### src/rtl/csf_pkg.sv
/*
  csf_pkg: register map, flag bit positions, operation and addressing-mode
  codes, and operand limits shared by the condition flag / operand block.
  assumes an 8-bit core with a 13-bit program/data address space.
*/
package csf_pkg;
  localparam logic [11:0] FLAGS_ADDR = 12'h0D5 << 2;
  localparam logic [11:0] OPND_ADDR = 12'h100;
  localparam logic [11:0] STAT_ADDR = 12'h104;
  localparam logic [11:0] OPND_RES_ADDR = 12'h108;
  localparam int V_BIT = 4;
  localparam int S_BIT = 5;
  localparam int Z_BIT = 6;
  localparam int C_BIT = 7;
  localparam logic [7:0] FLAGS_RST = 8'h00;
  localparam logic [3:0] SREG_MASK = 4'hF;
  localparam logic [12:0] ADDR_MAX = 13'h1FFF;
  localparam int OP_W = 5;
  typedef enum logic [4:0] {
    add_op, adc_op, sub_op, sbc_op, cp_op, inc_op, dec_op,
    and_op, or_op, xor_op, com_op,
    test_under_mask_op, test_inverse_mask_op,
    rotate_left_op, rotate_right_op,
    rotate_left_via_carry_op, rotate_right_via_carry_op,
    arith_right_shift_op,
    set_carry_op, clear_carry_op, invert_carry_op,
    load_op
  } csf_op_e;
  typedef enum logic [2:0] {
    reg_mode, work_reg_mode, reg_pair_mode, work_pair_mode,
    indexed_mode, short_index_mode, long_index_mode, direct_target_mode
  } csf_mode_e;
  localparam logic [2:0] PC_OFFSET_MODE = 3'h0;
endpackage

### src/rtl/csf_core.sv
/*
  csf_core: condition flag generation for an 8-bit core plus operand-range
  checking and effective-address forming for each addressing mode.
  assumes a single 100 MHz clock; instruction decode drives op/operand ports
  one operation per cycle; registers also reachable over APB.
*/
`timescale 1ns/1ns
module csf_core (
  input wire logic ref_clk_i,
  input wire logic rst_b_i,
  input wire logic psel_i,
  input wire logic penable_i,
  input wire logic pwrite_i,
  input wire logic [11:0] paddr_i,
  input wire logic [31:0] pwdata_i,
  output logic [31:0] prdata_o,
  output logic pready_o,
  output logic pslverr_o,
  input wire logic op_valid_i,
  input wire logic [4:0] op_code_i,
  input wire logic [7:0] op_a_i,
  input wire logic [7:0] op_b_i,
  output logic [7:0] result_o,
  output logic [3:0] jump_flags_o,
  input wire logic mode_valid_i,
  input wire logic [2:0] mode_i,
  input wire logic [12:0] mode_field_i,
  input wire logic [15:0] mode_reg_val_i,
  input wire logic [12:0] next_pc_i,
  input wire logic rel_i,
  output logic [12:0] eff_addr_o,
  output logic mode_err_o
);

  logic [7:0] flags_r;
  logic [7:0] flags_nxt;
  logic [7:0] result_r;
  logic [12:0] eff_r;
  logic err_r;
  logic [31:0] opnd_cfg_r;
  logic [7:0] res;
  logic [8:0] wide;
  logic v_n;
  logic s_n;
  logic z_n;
  logic c_n;
  logic upd_v;
  logic upd_szc;
  logic upd_z;
  logic upd_c;
  csf_pkg::csf_op_e op;
  assign op = csf_pkg::csf_op_e'(op_code_i);

  wire logic cin = flags_r[csf_pkg::C_BIT];
  wire logic [8:0] sum_w = {1'b0, op_a_i} + {1'b0, op_b_i};
  wire logic [8:0] sumc_w = sum_w + {8'h00, cin};
  wire logic [8:0] dif_w = {1'b0, op_a_i} - {1'b0, op_b_i};
  wire logic [8:0] difc_w = dif_w - {8'h00, cin};
  wire logic [7:0] mask_w = op_a_i & op_b_i;
  wire logic [7:0] imask_w = ~op_a_i & op_b_i;

  // flag combinations computed together so each bit has one source
  always_comb begin
    res = op_a_i;
    wide = 9'h000;
    v_n = 1'b0;
    c_n = cin;
    upd_v = 1'b0;
    upd_szc = 1'b0;
    upd_z = 1'b0;
    upd_c = 1'b0;
    case (op)
      csf_pkg::add_op, csf_pkg::adc_op: begin
        wide = (op == csf_pkg::adc_op) ? sumc_w : sum_w;
        res = wide[7:0];
        v_n = (op_a_i[7] == op_b_i[7]) && (res[7] != op_a_i[7]);
        c_n = wide[8];
        {upd_v, upd_szc, upd_z, upd_c} = 4'hF;
      end
      csf_pkg::sub_op, csf_pkg::sbc_op, csf_pkg::cp_op: begin
        wide = (op == csf_pkg::sbc_op) ? difc_w : dif_w;
        res = wide[7:0];
        v_n = (op_a_i[7] != op_b_i[7]) && (res[7] != op_a_i[7]);
        c_n = wide[8];
        {upd_v, upd_szc, upd_z, upd_c} = 4'hF;
      end
      csf_pkg::inc_op, csf_pkg::dec_op: begin
        res = (op == csf_pkg::inc_op) ? op_a_i + 8'h01 : op_a_i - 8'h01;
        v_n = (op == csf_pkg::inc_op) ? (op_a_i == 8'h7F)
                                      : (op_a_i == 8'h80);
        {upd_v, upd_szc, upd_z} = 3'h7;
      end
      csf_pkg::and_op, csf_pkg::or_op, csf_pkg::xor_op, csf_pkg::com_op:
      begin
        case (op)
          csf_pkg::and_op: res = op_a_i & op_b_i;
          csf_pkg::or_op: res = op_a_i | op_b_i;
          csf_pkg::xor_op: res = op_a_i ^ op_b_i;
          default: res = ~op_a_i;
        endcase
        v_n = 1'b0;
        {upd_v, upd_szc, upd_z} = 3'h7;
      end
      csf_pkg::test_under_mask_op, csf_pkg::test_inverse_mask_op: begin
        // destination is left alone; only flags reflect the test
        res = (op == csf_pkg::test_under_mask_op) ? mask_w : imask_w;
        v_n = 1'b0;
        {upd_v, upd_szc, upd_z} = 3'h7;
      end
      csf_pkg::rotate_left_op: begin
        res = {op_a_i[6:0], op_a_i[7]};
        c_n = op_a_i[7];
        v_n = res[7] ^ op_a_i[7];
        {upd_v, upd_szc, upd_z, upd_c} = 4'hF;
      end
      csf_pkg::rotate_right_op: begin
        res = {op_a_i[0], op_a_i[7:1]};
        c_n = op_a_i[0];
        v_n = res[7] ^ op_a_i[7];
        {upd_v, upd_szc, upd_z, upd_c} = 4'hF;
      end
      csf_pkg::rotate_left_via_carry_op: begin
        res = {op_a_i[6:0], cin};
        c_n = op_a_i[7];
        v_n = res[7] ^ op_a_i[7];
        {upd_v, upd_szc, upd_z, upd_c} = 4'hF;
      end
      csf_pkg::rotate_right_via_carry_op: begin
        res = {cin, op_a_i[7:1]};
        c_n = op_a_i[0];
        v_n = res[7] ^ op_a_i[7];
        {upd_v, upd_szc, upd_z, upd_c} = 4'hF;
      end
      csf_pkg::arith_right_shift_op: begin
        res = {op_a_i[7], op_a_i[7:1]};
        c_n = op_a_i[0];
        v_n = 1'b0;
        {upd_v, upd_szc, upd_z, upd_c} = 4'hF;
      end
      csf_pkg::set_carry_op: begin
        c_n = 1'b1;
        upd_c = 1'b1;
      end
      csf_pkg::clear_carry_op: begin
        c_n = 1'b0;
        upd_c = 1'b1;
      end
      csf_pkg::invert_carry_op: begin
        c_n = ~cin;
        upd_c = 1'b1;
      end
      default: res = op_a_i;
    endcase
  end
  assign s_n = res[7];
  assign z_n = (res == 8'h00);

  // apb decode; flag update beats a same-cycle bus write (undefined case)
  wire logic apb_wr = psel_i & penable_i & pwrite_i;
  wire logic flags_sel = (paddr_i == csf_pkg::FLAGS_ADDR);
  wire logic cfg_sel = (paddr_i == csf_pkg::OPND_ADDR);
  wire logic stat_sel = (paddr_i == csf_pkg::STAT_ADDR);
  wire logic ores_sel = (paddr_i == csf_pkg::OPND_RES_ADDR);
  wire logic mapped = flags_sel | cfg_sel | stat_sel | ores_sel;
  wire logic load_wr = op_valid_i && (op == csf_pkg::load_op);
  wire logic flag_op = op_valid_i && !load_wr;
  // compare, bit tests and carry ops leave the destination untouched
  wire logic res_wr = flag_op && !(op inside {csf_pkg::cp_op,
    csf_pkg::test_under_mask_op, csf_pkg::test_inverse_mask_op,
    csf_pkg::set_carry_op, csf_pkg::clear_carry_op,
    csf_pkg::invert_carry_op});

  always_comb begin
    flags_nxt = flags_r;
    if (apb_wr && flags_sel) begin
      flags_nxt = pwdata_i[7:0];
    end
    if (load_wr) begin
      flags_nxt = op_b_i;
    end
    if (flag_op) begin
      if (upd_v) flags_nxt[csf_pkg::V_BIT] = v_n;
      if (upd_szc) flags_nxt[csf_pkg::S_BIT] = s_n;
      if (upd_z) flags_nxt[csf_pkg::Z_BIT] = z_n;
      if (upd_c) flags_nxt[csf_pkg::C_BIT] = c_n;
    end
  end

  // operand range check and address forming
  logic [12:0] eff_n;
  logic err_n;
  wire logic [7:0] reg_lo = mode_field_i[7:0];
  wire logic [12:0] pair_val = mode_reg_val_i[12:0];
  wire logic [12:0] sdisp = {{5{mode_field_i[7]}}, mode_field_i[7:0]};
  wire logic pair_odd = mode_field_i[0];
  always_comb begin
    eff_n = 13'h0000;
    err_n = 1'b0;
    if (rel_i) begin
      eff_n = next_pc_i + sdisp;
      err_n = (mode_field_i[12:8] != 5'h00);
    end else begin
      case (csf_pkg::csf_mode_e'(mode_i))
        csf_pkg::reg_mode: begin
          eff_n = {5'h00, reg_lo};
          err_n = (mode_field_i[12:8] != 5'h00);
        end
        csf_pkg::work_reg_mode: begin
          eff_n = {9'h000, mode_field_i[3:0]};
          err_n = (mode_field_i[12:4] != 9'h000);
        end
        csf_pkg::reg_pair_mode: begin
          eff_n = {5'h00, reg_lo};
          err_n = pair_odd || (mode_field_i[12:8] != 5'h00);
        end
        csf_pkg::work_pair_mode: begin
          eff_n = pair_val;
          err_n = pair_odd || (mode_field_i[12:4] != 9'h000);
        end
        csf_pkg::indexed_mode: begin
          eff_n = {5'h00, reg_lo + mode_reg_val_i[7:0]};
          err_n = (mode_field_i[12:8] != 5'h00);
        end
        csf_pkg::short_index_mode: begin
          eff_n = pair_val + sdisp;
          err_n = (mode_field_i[12:8] != 5'h00) || mode_reg_val_i[15];
        end
        csf_pkg::long_index_mode: begin
          eff_n = pair_val + mode_field_i;
          err_n = mode_reg_val_i[15];
        end
        csf_pkg::direct_target_mode: begin
          eff_n = mode_field_i;
          err_n = (mode_field_i > csf_pkg::ADDR_MAX);
        end
        default: err_n = 1'b1;
      endcase
    end
  end

  always_ff @(posedge ref_clk_i or negedge rst_b_i) begin
    if (!rst_b_i) begin
      flags_r <= csf_pkg::FLAGS_RST;
      result_r <= 8'h00;
      eff_r <= 13'h0000;
      err_r <= 1'b0;
      opnd_cfg_r <= 32'h0000_0000;
    end else begin
      flags_r <= flags_nxt;
      if (res_wr) result_r <= res;
      if (mode_valid_i) eff_r <= eff_n;
      if (mode_valid_i) err_r <= err_n;
      if (apb_wr && cfg_sel) opnd_cfg_r <= pwdata_i;
    end
  end

  assign result_o = result_r;
  assign jump_flags_o = flags_r[csf_pkg::C_BIT:csf_pkg::V_BIT];
  assign eff_addr_o = eff_r;
  assign mode_err_o = err_r;
  assign pready_o = 1'b1;
  assign pslverr_o = psel_i & penable_i & ~mapped;

  logic [31:0] rdata;
  always_comb begin
    rdata = 32'h0000_0000;
    if (flags_sel) rdata = {24'h000000, flags_r};
    if (cfg_sel) rdata = opnd_cfg_r;
    if (stat_sel) rdata = {23'h000000, err_r, result_r};
    if (ores_sel) rdata = {19'h00000, eff_r};
  end
  assign prdata_o = rdata;
endmodule // csf_core

### config.mk
export PLATFORM = sky130hd
export DESIGN_NAME = csf_core
export DESIGN_NICKNAME = d
export VERILOG_FILES = /design/src/rtl/csf_pkg.sv /design/src/rtl/csf_core.sv
export SDC_FILE = /design/constraint.sdc
export NUM_CORES = 1
export LEC_CHECK = 0
export BUFFER_PORTS_ARGS = -buffer_cell sky130_fd_sc_hd__buf_4
export CAP_MARGIN = 30
export CORE_MARGIN = 3
export CORE_UTILIZATION = 30
export DETAILED_ROUTE_END_ITERATION = 12
export PLACE_DENSITY_LB_ADDON = 0.15
export SYNTH_ARGS = -nofsm -noshare
export SYNTH_HDL_FRONTEND = slang
export SYNTH_SLANG_ARGS = --single-unit
### constraint.sdc
create_clock -name ref_clk_i -period 3.7 [get_ports ref_clk_i]
set_input_delay 0.37 -clock ref_clk_i [delete_from_list [all_inputs] [get_ports ref_clk_i]]
set_output_delay 0.37 -clock ref_clk_i [all_outputs]
set_load 0.05 [all_outputs]
* After elaboration in Yosys (flattened, before gate mapping)
Cells that the tools add are included.
Word-level totals: flip-flop bits (word level) 62, latch bits 0, RAM bits 0, memory bits (read-only) 0, input bits 118, logic and storage cells 129, memories 0
Cells by class: add/sub/neg operators 10, $mul 0, divide/modulo/power cells 0, order comparisons 1, equality and inequality tests 39, shift-type cells 0, mux-type cells 26, bitwise operators 16, reductions and logical operators 30
Operator list (number):
- $mux W32 | 3
- $pmux W13 S7 | 1
- $pmux W8 S10 | 1
- $eq A5 B4 Y1 const B | 8
- $mux W8 | 5
- $add A13 B13 Y13 | 3
- $eq A12 B9 Y1 const B | 3
- $eq A5 B5 Y1 const B | 6
- $pmux W8 S3 | 1
- $eq A5 B3 Y1 const B | 4
- $mux W9 | 2
- $reduce_or A18 Y1 | 1
- $and A8 B8 Y8 | 2
- $pmux W1 S7 | 2
- $gt A13 B13 Y1 const B | 1
- $mux W13 | 1
- $reduce_or A13 Y1 | 1
- $eq A12 B10 Y1 const B | 1
- $eq A3 B3 Y1 const B | 4
- $reduce_or A2 Y1 | 6
- $eq A5 B2 Y1 const B | 2
- $add A8 B8 Y9 | 1
- $add A9 B1 Y9 | 1
- $ne A9 B4 Y1 const B | 1
- 34 further kinds | 61

* Depth between registers and ports, before layout
depth in word-level cells 8, depth in mapped cells 14, depth with buffers taken out 13

* Worst setup path after synthesis
OpenSTA, ideal clock, no wires.
kind in2out, start point input paddr_i[7], end point output prdata_o[2], arrival time 3.177 ns, required time 3.330 ns, slack 0.153 ns, stages 7, buffers on the path 2, cell sequence nand2b_1 -> or4_4 -> or4_4 -> or4_1 -> buf_2 -> clkbuf_1 -> o21ai_0
Between the ends: word-level cells in the longest chain between the ends 5
Ends and longest elaborated chain:
- start: declaration | line csf_core.sv:14 | input wire logic [11:0] paddr_i,
- $eq A12 B10 Y1 | line csf_core.sv:160 | wire logic flags_sel = (paddr_i == csf_pkg::FLAGS_ADDR);
- $mux W8 | line csf_core.sv:267 | if (flags_sel) rdata = {24'h000000, flags_r};
- $mux W32 | line csf_core.sv:268 | if (cfg_sel) rdata = opnd_cfg_r;
- $mux W32 | line csf_core.sv:269 | if (stat_sel) rdata = {23'h000000, err_r, result_r};
- $mux W32 * | line csf_core.sv:270 | if (ores_sel) rdata = {19'h00000, eff_r};
- end: declaration | line csf_core.sv:16 | output logic [31:0] prdata_o,
Mark *: on every way between the ends. The rest lies on a longest branch, timed or not.

* Worst setup path in the final report
start point input op_a_i[0], end point register flags_r[5]
Between the ends: word-level cells in the longest chain between the ends 6
Ends and longest elaborated chain:
- start: declaration | line csf_core.sv:21 | input wire logic [7:0] op_a_i,
- $sub A8 B8 Y9 or $add A8 B8 Y9 (tied branches) | line csf_core.sv:57, csf_core.sv:55
- $sub A9 B1 Y9 or $add A9 B1 Y9 (tied branches) | line csf_core.sv:58, csf_core.sv:56
- $mux W9, on equally long branches | line csf_core.sv:81, csf_core.sv:74
- $pmux W8 S10 * | line csf_core.sv:72 | case (op)
- $mux W1 * | line csf_core.sv:183 | if (upd_szc) flags_nxt[csf_pkg::S_BIT] = s_n;
- $mux W4 * | line csf_core.sv:181 | if (flag_op) begin
- net flags_nxt[5] | line csf_core.sv:36 | logic [7:0] flags_nxt;
- end signal: assignment | line csf_core.sv:243 | flags_r <= csf_pkg::FLAGS_RST;
- end signal: assignment | line csf_core.sv:249 | flags_r <= flags_nxt;
- end: declaration | line csf_core.sv:35 | logic [7:0] flags_r;
The timed path passes the listed nets; every way through them passes the cells marked *. A chain may end at the register's enable or synchronous reset.

==> run_results.csv <==
group,metric,value,unit
outcome,status,"finished clean",
cells_and_area,multi_input_area,5320,sq um
cells_and_area,n_antenna_cell,0,
cells_and_area,syn_to_final_growth,27.6,%
worst_setup_path,start_kind,"primary input",
power,cellLeakagePower,4.23,nW
cells_and_area,final_util,39.3,%
clock_network,post_cts_buffers,0,
grt,grt_use_total,18.4,%
yosys,synth_edf_count,0,
detailed_routing,dr.pass1.iters,5,
detailed_routing,drcViolationCount,0,
grt,grt_overflow_total,0,
clock_network,ctsResizeCount,0,
cells_and_area,seqCellArea,1550,sq um
floorplanning,die_w,162,microns
grt,antenna_found_initial,0,
floorplanning,start_util,30.8,%
worst_setup_path,regToRegSetupSlack,1.06,ns
worst_setup_path,critPathArrivalTime,3.34,ns
yosys,ys_warn_count,0,
yosys,synthFlopType,"dfrtp_1",
floorplanning,rows,56,
yosys,syn_area_per_cell,8.10,sq um
yosys,yosys.cell_types.count,68,
worst_setup_path,critPathCaptureType,"flip-flop",
detailed_routing,vias,7285,
floorplanning,io_pins,178,
grt,use_met1,26.5,%
detailed_routing,wl_per_cell,18.2,microns
placement,dpl-instance-area,9000,sq um
floorplanning,fp.dieH,162,microns
yosys,seq_area_frac_synth,21.2,%
sta,rsz0062_at_grt,"no",
yosys,ys_ff_latch,62,
cells_and_area,final_area,9310,sq um
sta,skew,0.00573,ns
grt,grt_pass1_wl,38600,microns
clock_network,cts.sink_count,62,
sta,setup_viol,0,
clock_network,ctsHoldBuffers,0,
detailed_routing,drt_iter0_markers,453,
yosys,syn-cell-area,7300,sq um
floorplanning,core,23700,sq um
yosys,postSynthCellCount,902,
sta,finalMaxSlewViolations,0,
clock_network,cts_buffer_depth,2,
floorplanning,die_area,26200,sq um
placement,gp_congestion,0.884,
sta,fin_crit_sh,84.9,%
clock_network,cts-root-buf,"clkbuf_16",
clock_network,numCtsBuffers,9,
min_path,min_path_type,"in2async",
placement,hpwlAfterDp,20300,microns
worst_setup_path,crit_fanout,9,
placement,port-buffer-count,174,
detailed_routing,wirelength,25200,microns
worst_setup_path,worstPathRequired,3.90,ns
grt,grt_pass1_vias,6947,
sta,fin_tns_setup,0,ns
cells_and_area,fill_cells,2511,
job,maxCapViolCount,0,
power,ir_worst_vdd,0.221,mV
grt,grt_use_met3,2.32,%
clock_network,tritoncts,"built",
sta,maxSlewHeadroom,46.2,%
power,power,2.83,mW
yosys,synthArstFlopShare,100,%
grt,grt_max_degree,63,
worst_setup_path,worstSetupPathType,"in2reg",
sta,tightest_slew,0.807,ns
yosys,syn_nets,1095,
clock_network,htreeDepth,3,
cells_and_area,nNetsFinal,1258,
sta,fin_crit,3.14,ns
detailed_routing,ant_nets,0,
power,powerDensity,303,nW/um^2
grt,met2_usage,29.7,%
sta,fmax,0.318,GHz
clock_network,clk-insertion-delay-late,0.32,ns
clock_network,clkTransAtPathRegs,0.05,ns
cells_and_area,drive_above_1_share,25.5,%
detailed_routing,via_per_inst,5.24,
grt,grt-busiest-layer,"met2",
sta,hold_viol,0,
## cells in the final DEF, fill, tap and decap left out, drive strengths merged, types with 5 or more instances in the layout
master,count
a2111oi,5
a211oi,14
a21o,11
a21oi,58
a221oi,15
a22oi,12
a31oi,8
and2,23
buf,207
clkbuf,12
dfrtp,62
fa,5
ha,70
inv,46
mux2,36
mux2i,34
nand2,80
nand2b,11
nand3,14
nand3b,6
nand4,6
nor2,72
nor2b,8
nor3,21
nor4,5
o211ai,6
o21a,6
o21ai,60
o21bai,9
o221ai,7
o22ai,6
o31ai,5
or2,7
or3,8
or4,6
xnor2,38
xor2,16
## cells in the mapped netlist, drive strengths merged (7+ instances only)
cell type | count | area, sq um
a211oi | 14 | 105
a21o | 11 | 82.6
a21oi | 58 | 290
a221oi | 15 | 131
a22oi | 12 | 90.1
a31oi | 8 | 50.1
and2 | 23 | 144
buf | 14 | 98.9
clkbuf | 41 | 154
dfrtp | 62 | 1550
ha | 70 | 876
inv | 46 | 173
mux2 | 36 | 405
mux2i | 34 | 340
nand2 | 80 | 300
nand2b | 11 | 68.8
nand3 | 14 | 70.1
nor2 | 72 | 270
nor2b | 8 | 50.1
nor3 | 21 | 110
o21ai | 60 | 300
o21bai | 9 | 67.6
o221ai | 7 | 61.3
or2 | 7 | 43.8
or3 | 8 | 50.1
xnor2 | 38 | 333
xor2 | 16 | 140
## worst paths after layout
path,cells after the start,start,endpoint
max,14,op_a_i[0],flags_r[5]
min,1,rst_b_i,opnd_cfg_r[23]
max reg2reg,8,flags_r[7],flags_r[6]
min reg2reg,1,opnd_cfg_r[30],opnd_cfg_r[30]
max in group asynchronous,1,rst_b_i,opnd_cfg_r[6]
min in group ref_clk_i,2,pwdata_i[10],opnd_cfg_r[10]
## worst max-delay path, cell delays in order
cell and delay (ns):
buf_4 0.15, ha_1 0.23, inv_1 0.09, fa_1 0.22
nor2b_1 0.08, o311ai_0 0.59, a21o_1 0.23, nand2_1 0.10
nor4_2 0.31, buf_4 0.17, xnor2_1 0.08, a21oi_1 0.19
o2111ai_1 0.20, mux2_2 0.32
## sequential cells by signal, indices dropped and copies added, names as in the netlist
| signal | count |
|---|---|
| result_o | 8 |
| eff_addr_o | 13 |
| mode_err_o | 1 |
| flags_r | 8 |
| opnd_cfg_r | 32 |
## cell type report
| class | instances | share of cell area, % |
|---|---|---|
| clock buffers | 12 | 2.65 |
| clock inverters | 4 | 0.752 |
| inverters | 47 | 1.89 |
| multi-input cells | 738 | 57.1 |
| flip-flops and latches | 62 | 16.7 |
| well taps | 319 | 4.29 |
| repair buffers | 207 | 16.6 |
## metrics by stage
stage / instances / setup WS (ns) / hold slack, ns
6_report: 1389 / 0.560 / 0.145
5_1_grt: 1389 / 0.356 / 0.193
3_5_place_dp: 1373 / 0.263 / 0.487
4_1_cts: 1389 / 0.547 / 0.164
2_1_floorplan: 902 / 0.153 / 0.0744
3_3_place_gp: 1371 / 0.271 / 0.480
## report_power, final
group	internal, mW	switching (mW)	total, mW
sequential	0.733	0.0655	0.798
combinational	0.451	0.686	1.14
clock	0.605	0.286	0.892
total	1.79	1.04	2.83
## cell families (layout without fill, tap and decap cells)
| kind of cell | count (synthesis) | in the layout | share of synthesized area (%) |
|---|---|---|---|
| simple gates | 283 | 283 | 19.5 |
| compound gates | 254 | 254 | 23.0 |
| fa+ha+maj | 75 | 75 | 13.4 |
| other cells | 1 | 1 | 0.0514 |
| mux | 71 | 71 | 10.5 |
| xor+xnor | 54 | 54 | 6.48 |
| flops | 62 | 62 | 21.2 |
| buf+inv | 102 | 270 | 5.88 |
## layer usage
| metal | wire length [microns] | share of wire [%] |
|---|---|---|
| met1 | 11800 | 47 |
| met2 | 11700 | 46 |
| met3 | 1430 | 5.7 |
| met4 | 331 | 1.3 |
| met5 | 0 | 0 |
Power figures use the tool's default switching activity.
